`src/pkg/ces_regs.svh`:
```
// Register offsets, field positions, reset values and masks of the comparator event slice.
// Function
// (RQ1) Select 11: event on any output change.
// (RQ2) Select 10: event on adjusted falling edge.
// (RQ3) Invert set: detect on complemented comparator output.
// (RQ4) Invert clear: detect on raw comparator output.
// (RQ5) Select 01: event on adjusted rising edge.
// (RQ6) Select 00: never any trigger or event.
// (RQ7) Events only while event flag is clear.
// (RQ8) Reference bit picks internal reference or pin.
// (RQ9) Channel 00 pin one, 01 pin two.
// (RQ10) Bits 5 and 3-2 read zero.
// (RQ11) Amplifier mode blocks pin two selection.
// (RQ12) Event sets flag until software clears it.
`ifndef CES_REGS_SVH
`define CES_REGS_SVH

`define CES_CTRL_OFS      8'h00
`define CES_STAT_OFS      8'h04
`define CES_MASK_OFS      8'h08
`define CES_LIVE_OFS      8'h0C

`define CES_CTRL_RESET    16'h0000
`define CES_CTRL_WMASK    16'h84D3
`define CES_STAT_RESET    2'h0
`define CES_MASK_RESET    2'h0

`define CES_CH_LSB        0
`define CES_REF_BIT       4
`define CES_EDGE_LSB      6
`define CES_AMP_BIT       10
`define CES_INV_BIT       15

`define CES_STAT_EVENT    0
`define CES_STAT_BLOCKED  1

`endif

```
`src/pkg/ces_pkg.sv`:
```
// Types shared by the comparator event slice.
`default_nettype none
package ces_pkg;
  typedef enum logic [1:0] {
    CES_EDGE_NONE    = 2'h0,
    CES_EDGE_RISE    = 2'h1,
    CES_EDGE_FALL    = 2'h2,
    CES_EDGE_ANY     = 2'h3
  } ces_edge_type;

  typedef enum logic [1:0] {
    CES_CH_PIN_ONE   = 2'h0,
    CES_CH_PIN_TWO   = 2'h1,
    CES_CH_UNUSED_A  = 2'h2,
    CES_CH_UNUSED_B  = 2'h3
  } ces_channel_type;

  typedef enum logic [1:0] {
    CES_BUS_IDLE     = 2'h0,
    CES_BUS_ACK      = 2'h1
  } ces_bus_type;
endpackage : ces_pkg
`default_nettype wire

```
`src/verilog/ces_edge_detect.sv`:
```
// Polarity-adjusted edge qualifier for the comparator output.
`default_nettype none
module ces_edge_detect
  import ces_pkg::*;
(
  input  wire logic         clk_in,
  input  wire logic         rst_in,
  input  wire logic         cmp_in,
  input  wire logic         invert_in,
  input  wire ces_edge_type edge_sel_in,
  output logic              edge_out
);
  logic prev_reg;
  logic prev_next;
  logic edge_reg;
  logic edge_next;
  logic adj_now;
  logic adj_prev;

  // Both samples pass through the same inversion, so writing the invert bit
  // alone never looks like an edge.
  always_comb begin
    adj_now   = cmp_in ^ invert_in;   // [RQ3] [RQ4]
    adj_prev  = prev_reg ^ invert_in; // [RQ3] [RQ4]
    prev_next = cmp_in;
    case (edge_sel_in)
      CES_EDGE_NONE: edge_next = 1'b0;                 // [RQ6]
      CES_EDGE_RISE: edge_next = adj_now & ~adj_prev;  // [RQ5]
      CES_EDGE_FALL: edge_next = ~adj_now & adj_prev;  // [RQ2]
      CES_EDGE_ANY:  edge_next = adj_now ^ adj_prev;   // [RQ1]
      default:       edge_next = 1'b0;
    endcase
  end

  always_ff @(posedge clk_in) begin
    if (rst_in) begin
      prev_reg <= 1'b0;
      edge_reg <= 1'b0;
    end else begin
      prev_reg <= prev_next;
      edge_reg <= edge_next;
    end
  end

  assign edge_out = edge_reg;

  a_none_silent: assert property (@(posedge clk_in) disable iff (rst_in)
    (edge_sel_in == CES_EDGE_NONE) |=> !edge_out) // [RQ6]
    else $error("Edge raised while detection disabled.");

  a_rise_only: assert property (@(posedge clk_in) disable iff (rst_in)
    (edge_sel_in == CES_EDGE_RISE) && (cmp_in ^ invert_in) && !(prev_reg ^ invert_in)
    |=> edge_out) // [RQ5]
    else $error("Adjusted rising edge was missed.");

  a_fall_only: assert property (@(posedge clk_in) disable iff (rst_in)
    (edge_sel_in == CES_EDGE_FALL) && (cmp_in ^ invert_in) |=> !edge_out) // [RQ2]
    else $error("Edge raised without an adjusted falling edge.");

  a_any_change: assert property (@(posedge clk_in) disable iff (rst_in)
    (edge_sel_in == CES_EDGE_ANY) && (cmp_in != prev_reg) |=> edge_out) // [RQ1]
    else $error("Change of comparator output was missed.");

  a_invert_rise: assert property (@(posedge clk_in) disable iff (rst_in)
    (edge_sel_in == CES_EDGE_FALL) && invert_in && cmp_in && !prev_reg |=> edge_out) // [RQ3]
    else $error("Inverted falling edge did not fire on raw rise.");

  a_raw_rise: assert property (@(posedge clk_in) disable iff (rst_in)
    (edge_sel_in == CES_EDGE_RISE) && !invert_in && !cmp_in |=> !edge_out) // [RQ4]
    else $error("Raw rising detection fired on a low output.");
endmodule : ces_edge_detect
`default_nettype wire

```
`src/verilog/ces_top.sv`:
```
// Comparator event slice: control registers, event flag and interrupt on classic Wishbone.
//
// Chosen here: the register offsets and the Wishbone slave port.
`include "ces_regs.svh"
`default_nettype none
module ces_top
  import ces_pkg::*;
(
  input  wire logic         CLK_SYS_IN,
  input  wire logic         SYS_RST_IN,
  input  wire logic         WB_CYC_IN,
  input  wire logic         WB_STB_IN,
  input  wire logic         WB_WE_IN,
  input  wire logic [7:0]   WB_ADR_IN,
  input  wire logic [3:0]   WB_SEL_IN,
  input  wire logic [31:0]  WB_DAT_IN,
  output logic [31:0]       WB_DAT_OUT,
  output logic              WB_ACK_OUT,
  input  wire logic         CMP_OUT_IN,
  output logic              EVENT_OUT,
  output logic              IRQ_OUT,
  output logic              PLUS_REF_SEL_OUT,
  output logic              PLUS_PIN_ONE_SEL_OUT,
  output logic              MINUS_PIN_ONE_SEL_OUT,
  output logic              MINUS_PIN_TWO_SEL_OUT,
  output logic              AMP_MODE_OUT
);

  // Merges the enabled byte lanes of a write into a register value.
  function automatic logic [31:0] merge_bytes(input logic [31:0] old_val,
                                              input logic [31:0] new_val,
                                              input logic [3:0]  sel);
    logic [31:0] res;
    res = old_val;
    for (int i = 0; i < 4; i++) begin
      if (sel[i]) begin
        res[i*8 +: 8] = new_val[i*8 +: 8];
      end
    end
    return res;
  endfunction : merge_bytes

  ces_bus_type     bus_reg;
  ces_bus_type     bus_next;
  logic [31:0]     rdata_reg;
  logic [31:0]     rdata_next;
  logic [15:0]     ctrl_reg;
  logic [15:0]     ctrl_next;
  logic [1:0]      stat_reg;
  logic [1:0]      stat_next;
  logic [1:0]      mask_reg;
  logic [1:0]      mask_next;
  logic            event_reg;
  logic            event_next;
  logic            irq_reg;
  logic            irq_next;
  logic            plus_ref_reg;
  logic            plus_ref_next;
  logic            plus_pin_reg;
  logic            plus_pin_next;
  logic            minus_one_reg;
  logic            minus_one_next;
  logic            minus_two_reg;
  logic            minus_two_next;
  logic            amp_reg;
  logic            amp_next;
  logic            cmp_seen_reg;
  logic            cmp_seen_next;

  logic            wb_req;
  logic            wb_write;
  logic [31:0]     wdata_merged;
  logic [31:0]     ctrl_view;
  logic            qual_edge;
  logic            fire;
  ces_edge_type    edge_sel;
  ces_channel_type chan_sel;

  assign wb_req   = WB_CYC_IN & WB_STB_IN;
  // The write lands on the edge at which the master samples ack.
  assign wb_write = wb_req & WB_WE_IN & (bus_reg == CES_BUS_ACK);
  assign edge_sel = ces_edge_type'(ctrl_reg[`CES_EDGE_LSB +: 2]);
  assign chan_sel = ces_channel_type'(ctrl_reg[`CES_CH_LSB +: 2]);

  ces_edge_detect ces_edge_detect_inst (
    .clk_in      (CLK_SYS_IN),
    .rst_in      (SYS_RST_IN),
    .cmp_in      (CMP_OUT_IN),
    .invert_in   (ctrl_reg[`CES_INV_BIT]), // [RQ3] [RQ4]
    .edge_sel_in (edge_sel),
    .edge_out    (qual_edge)
  );

  // Control view: the unimplemented bits are masked out so they read zero.
  always_comb begin
    ctrl_view = {16'h0000, ctrl_reg & `CES_CTRL_WMASK}; // [RQ10]
  end

  // Bus handshake: one wait state, ack for a single cycle.
  always_comb begin
    bus_next   = bus_reg;
    rdata_next = 32'h0000_0000;
    case (bus_reg)
      CES_BUS_IDLE: begin
        if (wb_req) begin
          bus_next = CES_BUS_ACK;
          case (WB_ADR_IN)
            `CES_CTRL_OFS: rdata_next = ctrl_view; // [RQ10]
            `CES_STAT_OFS: rdata_next = {30'h0000_0000, stat_reg};
            `CES_MASK_OFS: rdata_next = {30'h0000_0000, mask_reg};
            `CES_LIVE_OFS: rdata_next = {30'h0000_0000, cmp_seen_reg, qual_edge};
            default:       rdata_next = 32'h0000_0000;
          endcase
        end
      end
      CES_BUS_ACK: bus_next = CES_BUS_IDLE;
      default:     bus_next = CES_BUS_IDLE;
    endcase
  end

  always_ff @(posedge CLK_SYS_IN) begin
    if (SYS_RST_IN) begin
      bus_reg   <= CES_BUS_IDLE;
      rdata_reg <= 32'h0000_0000;
    end else begin
      bus_reg   <= bus_next;
      rdata_reg <= rdata_next;
    end
  end

  // The acknowledge state is the only one with bit 0 set, so ack comes straight off a flop.
  assign WB_ACK_OUT = bus_reg[0];
  assign WB_DAT_OUT = rdata_reg;

  // Register writes, event flag and interrupt.
  always_comb begin
    ctrl_next     = ctrl_reg;
    mask_next     = mask_reg;
    wdata_merged  = 32'h0000_0000;
    cmp_seen_next = CMP_OUT_IN;
    // A new event is taken only while the flag is clear.
    fire          = qual_edge & ~stat_reg[`CES_STAT_EVENT]; // [RQ7]
    event_next    = fire;
    stat_next     = stat_reg;
    if (wb_write) begin
      case (WB_ADR_IN)
        `CES_CTRL_OFS: begin
          wdata_merged = merge_bytes({16'h0000, ctrl_reg}, WB_DAT_IN, WB_SEL_IN);
          ctrl_next    = wdata_merged[15:0] & `CES_CTRL_WMASK; // [RQ10]
        end
        `CES_STAT_OFS: begin
          if (WB_SEL_IN[0]) begin
            stat_next = stat_reg & ~WB_DAT_IN[1:0];
          end
        end
        `CES_MASK_OFS: begin
          if (WB_SEL_IN[0]) begin
            mask_next = WB_DAT_IN[1:0];
          end
        end
        default: ;
      endcase
    end
    // Set wins over a clear in the same cycle.
    if (fire) begin
      stat_next[`CES_STAT_EVENT] = 1'b1; // [RQ12]
    end
    if (qual_edge & stat_reg[`CES_STAT_EVENT]) begin
      stat_next[`CES_STAT_BLOCKED] = 1'b1; // [RQ7]
    end
    irq_next = |(stat_next & mask_next);
  end

  // Analog routing selects; channel codes with no input leave both minus-input switches open.
  always_comb begin
    amp_next       = ctrl_reg[`CES_AMP_BIT];
    plus_ref_next  = ctrl_reg[`CES_REF_BIT];  // [RQ8]
    plus_pin_next  = ~ctrl_reg[`CES_REF_BIT]; // [RQ8]
    minus_one_next = (chan_sel == CES_CH_PIN_ONE); // [RQ9]
    // Pin two is unavailable to the amplifier, so it stays disconnected there.
    minus_two_next = (chan_sel == CES_CH_PIN_TWO) & ~ctrl_reg[`CES_AMP_BIT]; // [RQ9] [RQ11]
  end

  always_ff @(posedge CLK_SYS_IN) begin
    if (SYS_RST_IN) begin
      ctrl_reg      <= `CES_CTRL_RESET;
      stat_reg      <= `CES_STAT_RESET;
      mask_reg      <= `CES_MASK_RESET;
      event_reg     <= 1'b0;
      irq_reg       <= 1'b0;
      cmp_seen_reg  <= 1'b0;
      plus_ref_reg  <= 1'b0;
      plus_pin_reg  <= 1'b1;
      minus_one_reg <= 1'b1;
      minus_two_reg <= 1'b0;
      amp_reg       <= 1'b0;
    end else begin
      ctrl_reg      <= ctrl_next;
      stat_reg      <= stat_next;
      mask_reg      <= mask_next;
      event_reg     <= event_next;
      irq_reg       <= irq_next;
      cmp_seen_reg  <= cmp_seen_next;
      plus_ref_reg  <= plus_ref_next;
      plus_pin_reg  <= plus_pin_next;
      minus_one_reg <= minus_one_next;
      minus_two_reg <= minus_two_next;
      amp_reg       <= amp_next;
    end
  end

  assign EVENT_OUT             = event_reg;
  assign IRQ_OUT               = irq_reg;
  assign PLUS_REF_SEL_OUT      = plus_ref_reg;
  assign PLUS_PIN_ONE_SEL_OUT  = plus_pin_reg;
  assign MINUS_PIN_ONE_SEL_OUT = minus_one_reg;
  assign MINUS_PIN_TWO_SEL_OUT = minus_two_reg;
  assign AMP_MODE_OUT          = amp_reg;

  a_flag_blocks: assert property (@(posedge CLK_SYS_IN) disable iff (SYS_RST_IN)
    stat_reg[`CES_STAT_EVENT] |=> !EVENT_OUT) // [RQ7]
    else $error("Event raised while the event flag was set.");

  a_event_sets: assert property (@(posedge CLK_SYS_IN) disable iff (SYS_RST_IN)
    qual_edge && !stat_reg[`CES_STAT_EVENT] |=> EVENT_OUT && stat_reg[`CES_STAT_EVENT]) // [RQ12]
    else $error("Qualifying edge did not set the flag and pulse the event.");

  a_flag_holds: assert property (@(posedge CLK_SYS_IN) disable iff (SYS_RST_IN)
    stat_reg[`CES_STAT_EVENT] && !(wb_write && WB_ADR_IN == `CES_STAT_OFS)
    |=> stat_reg[`CES_STAT_EVENT]) // [RQ12]
    else $error("Event flag fell without a software clear.");

  a_ref_route: assert property (@(posedge CLK_SYS_IN) disable iff (SYS_RST_IN)
    1'b1 |=> PLUS_REF_SEL_OUT == $past(ctrl_reg[`CES_REF_BIT])
             && PLUS_PIN_ONE_SEL_OUT != PLUS_REF_SEL_OUT) // [RQ8]
    else $error("Non-inverting input routing disagrees with reference bit.");

  a_amp_no_pin2: assert property (@(posedge CLK_SYS_IN) disable iff (SYS_RST_IN)
    ctrl_reg[`CES_AMP_BIT] |=> !MINUS_PIN_TWO_SEL_OUT) // [RQ11]
    else $error("Pin two selected while in amplifier mode.");

  a_chan_route: assert property (@(posedge CLK_SYS_IN) disable iff (SYS_RST_IN)
    chan_sel[1] |=> !MINUS_PIN_ONE_SEL_OUT && !MINUS_PIN_TWO_SEL_OUT) // [RQ9]
    else $error("Unimplemented channel code closed an input switch.");

  a_reserved_zero: assert property (@(posedge CLK_SYS_IN) disable iff (SYS_RST_IN)
    WB_ACK_OUT && $past(WB_ADR_IN) == `CES_CTRL_OFS
    |-> WB_DAT_OUT[5] == 1'b0 && WB_DAT_OUT[3:2] == 2'h0) // [RQ10]
    else $error("Unimplemented control bits read back nonzero.");

  a_ack_single: assert property (@(posedge CLK_SYS_IN) disable iff (SYS_RST_IN)
    WB_ACK_OUT |=> !WB_ACK_OUT)
    else $error("Ack held longer than one cycle.");

  a_ack_timing: assert property (@(posedge CLK_SYS_IN) disable iff (SYS_RST_IN)
    WB_CYC_IN && WB_STB_IN && !WB_ACK_OUT |=> WB_ACK_OUT)
    else $error("Request was not acknowledged after one wait state.");

  a_idle_data: assert property (@(posedge CLK_SYS_IN) disable iff (SYS_RST_IN)
    !WB_ACK_OUT |-> WB_DAT_OUT == 32'h0000_0000)
    else $error("Read data nonzero outside an acknowledge.");

  a_irq_level: assert property (@(posedge CLK_SYS_IN) disable iff (SYS_RST_IN)
    IRQ_OUT == |(stat_reg & mask_reg))
    else $error("Interrupt level disagrees with status and mask.");

  a_blocked_set: assert property (@(posedge CLK_SYS_IN) disable iff (SYS_RST_IN)
    qual_edge && stat_reg[`CES_STAT_EVENT] |=> stat_reg[`CES_STAT_BLOCKED]) // [RQ7]
    else $error("Edge held back by the flag was not recorded.");

  a_event_single: assert property (@(posedge CLK_SYS_IN) disable iff (SYS_RST_IN)
    EVENT_OUT |=> !EVENT_OUT) // [RQ7]
    else $error("Event pulse lasted longer than one cycle.");

  a_flag_clear: assert property (@(posedge CLK_SYS_IN) disable iff (SYS_RST_IN)
    wb_write && WB_ADR_IN == `CES_STAT_OFS && WB_SEL_IN[0] && WB_DAT_IN[0] && !fire
    |=> !stat_reg[`CES_STAT_EVENT]) // [RQ12]
    else $error("Software clear of the event flag did not take.");

  a_mask_write: assert property (@(posedge CLK_SYS_IN) disable iff (SYS_RST_IN)
    wb_write && WB_ADR_IN == `CES_MASK_OFS && WB_SEL_IN[0]
    |=> mask_reg == $past(WB_DAT_IN[1:0]))
    else $error("Mask write did not land.");

  a_amp_follow: assert property (@(posedge CLK_SYS_IN) disable iff (SYS_RST_IN)
    1'b1 |=> AMP_MODE_OUT == $past(ctrl_reg[`CES_AMP_BIT])) // [RQ11]
    else $error("Amplifier mode output does not follow its control bit.");

  a_pin_one_route: assert property (@(posedge CLK_SYS_IN) disable iff (SYS_RST_IN)
    chan_sel == CES_CH_PIN_ONE |=> MINUS_PIN_ONE_SEL_OUT && !MINUS_PIN_TWO_SEL_OUT) // [RQ9]
    else $error("Channel code 00 did not route pin one alone.");

  a_pin_two_route: assert property (@(posedge CLK_SYS_IN) disable iff (SYS_RST_IN)
    chan_sel == CES_CH_PIN_TWO && !ctrl_reg[`CES_AMP_BIT]
    |=> MINUS_PIN_TWO_SEL_OUT && !MINUS_PIN_ONE_SEL_OUT) // [RQ9]
    else $error("Channel code 01 did not route pin two alone.");

  c_event_fired: cover property (@(posedge CLK_SYS_IN) disable iff (SYS_RST_IN)
    EVENT_OUT);
  c_edge_blocked: cover property (@(posedge CLK_SYS_IN) disable iff (SYS_RST_IN)
    qual_edge && stat_reg[`CES_STAT_EVENT]);
  c_irq_raised: cover property (@(posedge CLK_SYS_IN) disable iff (SYS_RST_IN)
    !IRQ_OUT ##1 IRQ_OUT);
  c_set_meets_clear: cover property (@(posedge CLK_SYS_IN) disable iff (SYS_RST_IN)
    fire && wb_write && WB_ADR_IN == `CES_STAT_OFS);
  c_inverted_event: cover property (@(posedge CLK_SYS_IN) disable iff (SYS_RST_IN)
    ctrl_reg[`CES_INV_BIT] && EVENT_OUT);
endmodule : ces_top
`default_nettype wire

```
`config.mk`:
```
export PLATFORM = sky130hd
export DESIGN_NAME = ces_top
export DESIGN_NICKNAME = d
export VERILOG_FILES = /design/src/pkg/ces_pkg.sv /design/src/verilog/ces_edge_detect.sv /design/src/verilog/ces_top.sv
export VERILOG_INCLUDE_DIRS = /design/src /design/src/pkg
export SDC_FILE = /design/constraint.sdc
export NUM_CORES = 1
export LEC_CHECK = 0
export BUFFER_PORTS_ARGS = -buffer_cell sky130_fd_sc_hd__buf_2
export CAP_MARGIN = 40
export CORE_MARGIN = 1
export CORE_UTILIZATION = 41
export CTS_CLUSTER_SIZE = 24
export DETAILED_ROUTE_END_ITERATION = 10
export GPL_TIMING_DRIVEN = 0
export PLACE_DENSITY = 0.79
export SLEW_MARGIN = 15
export SYNTH_ARGS = -nofsm -noshare
export SYNTH_HDL_FRONTEND = slang
export SYNTH_HIERARCHICAL = 1
export SYNTH_SLANG_ARGS = --single-unit
```
`constraint.sdc`:
```
create_clock -name CLK_SYS_IN -period 1.61 [get_ports CLK_SYS_IN]
set_clock_uncertainty 0.1 [all_clocks]
set_input_delay 0 -clock CLK_SYS_IN [delete_from_list [all_inputs] [get_ports CLK_SYS_IN]]
set_output_delay 0 -clock CLK_SYS_IN [all_outputs]
set_load 0.05 [all_outputs]
```
## After elaboration in Yosys (flattened, before gate mapping)

Cells that the tools add are included.

- Reductions and logical operators: 9
- Eq/ne operators: 7
- Bitwise operators: 21
- Muxes and demuxes: 10

Operators by type and width:

| cell | number |
|---|---|
| $pmux W16 S4 | 1 |
| $eq A8 B4 Y1 const B | 2 |
| $mux W2 | 6 |
| $and A1 B1 Y1 | 8 |
| $eq A8 B3 Y1 const B | 1 |
| $logic_not A8 Y1 | 1 |
| $not A1 Y1 | 7 |
| $logic_not A2 Y1 | 3 |
| $reduce_and A3 Y1 | 2 |
| $and A2 B2 Y2 | 2 |
| $eq A2 B1 Y1 const B | 2 |
| $eq A2 B2 Y1 const B | 2 |
| $pmux W1 S4 | 1 |
| $reduce_or A2 Y1 | 2 |
| $reduce_or A3 Y1 | 1 |
| $xor A1 B1 Y1 | 3 |
| $mux W1 | 2 |
| $not A2 Y2 | 1 |

- Input port bits: 50
- Register bits after elaboration: 53
- Output and inout bits: 40
- Word-level logic and storage cells: 62

## Longest topological paths before layout

Gate-level depths: netlist of run 1.

- Depth after elaboration: 8
- Gate-level depth with buffers: 6

## Hierarchy

The synthesis of run 1 kept the hierarchy.

By module, submodules not included:

| module | area an instance (um^2) | cells each | instances | sequential area each (um^2) |
|---|---|---|---|---|
| ces_top | 1214.9 | 114 | 1 | 540.5 |
| ces_edge_detect | 137.6 | 14 | 1 | 40.0 |

## Least setup slack after synthesis of run 1

No wires, ideal clock.

- Path kind: register to register
- From: register bus_reg[0]
- To: register ctrl_reg[0]
- Arrival: 1.456 ns
- Cell stages (with the launch flop): 6
- Period minus slack after synthesis: 1.671 ns
- Setup time: 0.114 ns
- Setup slack: -0.061 ns
- Buffers on the path: 1
- Required time: 1.396 ns
- Cell sequence: dfxtp_1 -> and4_1 -> and4_1 -> buf_6 -> mux2i_1 -> nor2_1

- Word-level cells in the longest chain between the ends: 2

RTL lines:

| element | line | RTL |
|---|---|---|
| from (decl) | ces_top.sv:43 | `ces_bus_type bus_reg;` |
| from (signal assigned) | ces_top.sv:126 | `bus_reg <= bus_next;` |
| $and A1 B1 Y1 | ces_top.sv:81 | `assign wb_write = wb_req & WB_WE_IN & (bus_reg == CES_BUS_ACK);` |
| $reduce_and A3 Y1 (no source line) | n/a |  |
| to (signal assigned) | ces_top.sv:186 | `` ctrl_reg <= `CES_CTRL_RESET; `` |
| to (signal assigned) | ces_top.sv:198 | `ctrl_reg <= ctrl_next;` |
| to (decl) | ces_top.sv:47 | `logic [15:0] ctrl_reg;` |

No other way between the ends.
A chain may end at the register's enable or synchronous reset.

## Worst setup path after layout of run 1

- From: input port WB_ADR_IN[4]
- To: register ctrl_reg[4]

- Word-level cells in the longest chain between the ends: 2

RTL lines:

| element | line | RTL |
|---|---|---|
| from (decl) | ces_top.sv:14 | `input wire logic [7:0] WB_ADR_IN,` |
| $logic_not A8 Y1 | ces_top.sv:146 | `case (WB_ADR_IN)` |
| $reduce_and A3 Y1 (no source line) | n/a |  |

No other way between the ends.

==> qor.yml, run 1 <==
synth.most_common_cell: "dfxtp_1"
setup_viol: 0
fin_util: 0.630
p_leak_nw: 0.994
synthCells: 128
synth_area_mm2: 0.00135
grt_pass1_vias: 1062
insertion_delay_ns: 0.33
hold_buffers: 19
h-tree-depth: 2
dp_hpwl_mm: 1.71
grt_antenna_before_repair: 0
wl_per_cell_um: 9.87
yosys_warnings: 6
start_util: 0.436
worstSetupPathType: "in2reg"
placement.io_buffers: 36
ys_seq_elements: 29
min_period_ns: 1.54
period_share: 0.956
grt-ovfl-total: 0
ys_top_cells_by_area: "dfxtp_1 43%, buf_4 14%, mux2i_1 6.7%"
crit_required_ns: 1.74
final.setup.tns_ns: 0
grt_max_degree: 11
synth_flop_cell: "dfxtp_1"
antenna_cells: 0
crit_path_end_kind: "register"
routed_via_density: 4.18
use_met1: 0.156
drt-total-wl_mm: 2.56
fp.dieH_um: 59.4
finalHoldViolations: 0
peakVddDrop_mv: 0.504
arrival_ns: 1.67
status: "completed"
vias: 1082
synth-edff-count: 0
fp.dieArea_mm2: 0.00353
nets: 266
cts_tree: "yes"
track_usage: 0.166
synth.avg_cell_area_um2: 10.6
grt_pass1_wl_mm: 4.24
crit_chain: "dlygate4sd3_1 -> buf_2 -> nor4_4 -> and4_1 -> buf_6 -> mux2i_1 -> nor2_1"
cts.path.max_buffers: 2
holdCritPathClass: "in2reg"
postSynth.asyncResetShare: 0
grt_use_met3: 0.0699
met2_usage: 0.303
ios: 90
drive_gt1_frac: 0.367
top_usage_layer: "met2"
drtIter0Drc: 5
post-cts-setup-buffer-count: 0
rows: 20
stdcell_count: 259
p_per_area_mw_per_mm2: 836
cts_root_buffer: "clkbuf_4"
dpl.cell_count: 232
rsz0062_at_grt: "no"
clock.fmax_ghz: 0.649
ys_seq_area_frac: 0.429
ctsResizeCount: 0
die_w_um: 59.4
start_kind: "input port"
yosys.area.top_type_share: 0.429
drc: 0
firstDrtPassIters: 3
cts_sinks: 29
drv_cap: 0
core_mm2: 0.00310
ys_top_cells_by_count: "29 x dfxtp_1, 25 x buf_4, 11 x nor2_1"
syn_to_final_growth_pct: 44.5
path_clk_slew_ns: 0.09
cpPeakStageDelay_ns: 0.54
ys_types: 32
critPathSlowestCell: "dlygate4sd3_1"
drv_slew: 0
path_max_fanout: 5
synth_top_area_cell: "dfxtp_1"
place_congestion: 0.846
ant_nets: 0
cts_buffers: 5
layer usage:
metal	wire length (um)	up-vias	share of wire
met5	0	-	0
met4	29	0	0.011
met2	1300	51	0.51
met3	212	6	0.083
met1	1020	470	0.40
li1	-	555	-
cells in the final DEF (no fill, tap or decap), drive strengths merged, types with 2 or more instances in the layout:
master / instances
clkbuf: 8
nor2b: 7
dfxtp: 29
nor2: 11
xor2: 2
buf: 64
dlygate4sd3: 19
inv: 6
o21bai: 2
mux4: 2
nor3b: 3
nand4: 2
and2: 6
ha: 2
conb: 25
mux2i: 9
and4: 3
cells by family (layout without fill, tap and decap cells):
| family | count (synthesis) | in the layout | synth area share |
|---|---|---|---|
| xor gates and xnor gates | 2 | 2 | 0.0130 |
| AOI/OAI and AO/OA | 7 | 7 | 0.0481 |
| adders and majority gates | 2 | 2 | 0.0185 |
| DFF | 29 | 29 | 0.429 |
| other | 1 | 25 | 0.00277 |
| muxes | 11 | 11 | 0.0999 |
| and+or+nand+nor | 41 | 41 | 0.204 |
| buffers and inverters | 35 | 98 | 0.184 |
through the flow:
| step | setup WS [ns] | area [um^2] | hold WS (ns) | total power, mW |
|---|---|---|---|---|
| finish | 0.0702 | 1950 | 0.0318 | 1.63 |
| detailed placement | 0.148 | 1680 | 0.145 | 0.991 |
| global placement | 0.151 | 1680 | 0.133 | 0.990 |
| global route | 0.00544 | 1950 | 0.0364 | 1.71 |
| CTS | 0.0970 | 1950 | 0.0296 | 1.64 |
| floorplan | 0.122 | 1440 | -0.0284 | 0.950 |
power breakdown:
part	leakage (nW)	internal (mW)	total [mW]	switching, mW
sequential	0.235	0.720	0.722	0.00144
combinational	0.713	0.110	0.291	0.181
clock	0.0455	0.370	0.620	0.250
path summary, 6_finish.rpt:
path | start | end | slack [ns] | cells after the start
max | WB_ADR_IN[4] | ctrl_reg[4] | 0.07 | 7
min | WB_ADR_IN[3] | WB_DAT_OUT[6] | 0.03 | 3
max reg2reg | ctrl_reg[15] | ces_edge_detect_inst/edge_out | 0.14 | 5
min reg2reg | ctrl_reg[10] | MINUS_PIN_TWO_SEL_OUT | 0.37 | 1
critical path, delay by kind of cell:
kind / cells / cell delay (ns)
buf+inv: 3 / 0.82
mux: 1 / 0.18
simple gates: 3 / 0.65
final cells by class:
cell class	count	area, um^2
repair buffers	55	370
fillers	267	1150
clock buffers	7	55.1
flip-flops and latches	29	582
inverters	6	22.5
multi-input cells	88	613
clock inverters	1	30.0
plain buffers	29	226
well taps	44	55.1
Power figures use the tool's default switching activity.
==> inputs of run 2 (changes only) <==
--- a/config.mk
+++ b/config.mk
@@ -10,3 +10,3 @@
 export CAP_MARGIN = 40
-export CORE_MARGIN = 1
+export CORE_MARGIN = 2
 export CORE_UTILIZATION = 41
@@ -16,3 +16,3 @@
 export PLACE_DENSITY = 0.79
-export SLEW_MARGIN = 15
+export SLEW_MARGIN = 20
 export SYNTH_ARGS = -nofsm -noshare
--- a/constraint.sdc
+++ b/constraint.sdc
@@ -4,2 +4,2 @@
 set_output_delay 0 -clock CLK_SYS_IN [all_outputs]
-set_load 0.05 [all_outputs]
+set_load 0.01 [all_outputs]
==> qor.yml, run 2 (synthesis gave the netlist of run 1 again) <==
internal_power_mw: 0.992
final_cell_mix: "36 x buf_2, 28 x dfxtp_1, 25 x buf_4, 25 x conb_1, 19 x dlygate4sd3_1"
p_seq_frac: 0.543
p_leak_nw: 0.979
setup_viol: 0
dp_hpwl_mm: 1.80
cts_tree: "yes"
final.setup.tns_ns: 0
holdCritPathClass: "in2reg"
rsz0062_at_grt: "no"
grt_antenna_before_repair: 0
switching_share: 0.254
wl_per_cell_um: 10.2
h-tree-depth: 2
grt_pass1_wl_mm: 4.12
min_period_ns: 1.53
ant_nets: 0
core_mm2: 0.00310
ff_latch_area_um2: 582
grt-ovfl-total: 0
vias: 1092
status: "completed"
drv_slew: 0
crit_required_ns: 1.78
drt-total-wl_mm: 2.65
start_util: 0.436
cts.path.max_buffers: 2
rows: 20
worstSetupPathType: "in2reg"
syn_to_final_growth_pct: 42.3
rr_worst_depth: 5
p_per_area_mw_per_mm2: 691
post-place-ws_ns: 0.146
place_congestion: 0.830
routed_via_density: 4.22
dpl_cell_area_mm2: 0.00168
placement.io_buffers: 36
drc: 0
clock.fmax_ghz: 0.652
reg2reg_from: "ctrl_reg[15]"
firstDrtPassIters: 4
p_clk_frac: 0.317
finalHoldViolations: 0
reg2reg_to: "ces_edge_detect_inst/edge_out"
worst_slack_ns: 0.0765
p_sw_mw: 0.337
drtIter0Drc: 22
post-cts-setup-buffer-count: 0
grt_max_degree: 11
track_usage: 0.156
multi_input_comb_area_um2: 613
drv_cap: 0
min_from: "WB_ADR_IN[3]"
fillers: 272
nets: 266
antenna_cells: 0
pwr-share-comb: 0.140
start_kind: "input port"
cts_root_buffer: "clkbuf_4"
period_share: 0.952
r2r_slack_ns: 0.18
fp.dieArea_mm2: 0.00377
cts_sinks: 29
cts_buffers: 5
path_clk_slew_ns: 0.10
ios: 90
whs_path_depth: 3
drive_gt1_frac: 0.372
grt_pass1_vias: 979
final_area_mm2: 0.00192
whs_endpoint: "WB_DAT_OUT[6]"
crit_path_end_kind: "register"
path_max_fanout: 10
insertion_delay_ns: 0.32
peakVddDrop_mv: 0.329
final_common_cell: "buf_2"
arrival_ns: 1.71
fp.dieH_um: 61.4
die_w_um: 61.4
==> run 2: changes by cell type in the layout (fill, tap and decap cells not counted), sizes merged <==
cell      previous run  this run
clkinv               0         2
bufinv               1         0
clkinvlp             0         1
clkbuf               8         6
==> run 2: per-layer routing <==
metal	vias to the layer above	global-route usage	part of all wire
met2	47	0.281	0.49
met3	4	0.0651	0.082
met1	486	0.155	0.41
met4	0	0.0760	0.017
li1	555	-	-
met5	-	0	0
==> run 2: per-stage QoR <==
| step | hold WS, ns | power, mW | cells | util |
|---|---|---|---|---|
| 3_3_place_gp | 0.134 | 0.883 | 232 | 0.541 |
| 5_1_grt | 0.0616 | 1.40 | 259 | 0.620 |
| 6_report | 0.0373 | 1.33 | 259 | 0.620 |
| 2_1_floorplan | -0.0284 | 0.843 | 152 | - |
| 3_5_place_dp | 0.139 | 0.884 | 232 | 0.541 |
| 4_1_cts | 0.0275 | 1.34 | 259 | 0.620 |
==> run 2: worst max-delay path by stage <==
stage / startpoint / to / slack (ns)
2_1_floorplan: ctrl_reg[15] / ces_edge_detect_inst/edge_out / 0.25
3_3_place_gp: ctrl_reg[15] / ces_edge_detect_inst/edge_out / 0.17
3_5_place_dp: ctrl_reg[15] / ces_edge_detect_inst/edge_out / 0.15
4_1_cts: WB_ADR_IN[5] / ctrl_reg[0] / 0.08
5_1_grt: WB_ADR_IN[5] / ctrl_reg[0] / 0.01
6_report: SYS_RST_IN / WB_DAT_OUT[7] / 0.08
==> run 2: worst max-delay path, stage by stage <==
cell           delay, ns
dlygate4sd3_1       0.54
buf_2               0.15
buf_6               0.14
and4bb_1            0.29
nand3_1             0.14
nor3_2              0.26
and2_1              0.17
==> run 2: repair_timing <==
action	4_1_cts	5_1_grt
hold buffers	19	0
endpoints found under the hold margin	27	0
resized for setup	0	1
endpoints found under the setup margin	0	1
==> run 2: area by class of cell <==
cell class	count	area share
tap	44	0.0286
inverter	6	0.0117
sequential	29	0.302
clock buffer	5	0.0195
multi-input combinational	88	0.319
buffer	29	0.118
timing repair buffer	55	0.192
clock inverter	3	0.00910
==> run 2: power by group through the flow <==
| stage | sequential, mW | combinational [mW] | clock, mW |
|---|---|---|---|
| 2_1_floorplan | 0.739 | 0.104 | 0 |
| 3_3_place_gp | 0.739 | 0.145 | 0 |
| 3_5_place_dp | 0.739 | 0.146 | 0 |
| 4_1_cts | 0.722 | 0.182 | 0.438 |
| 5_1_grt | 0.723 | 0.203 | 0.479 |
| 6_report | 0.722 | 0.187 | 0.421 |
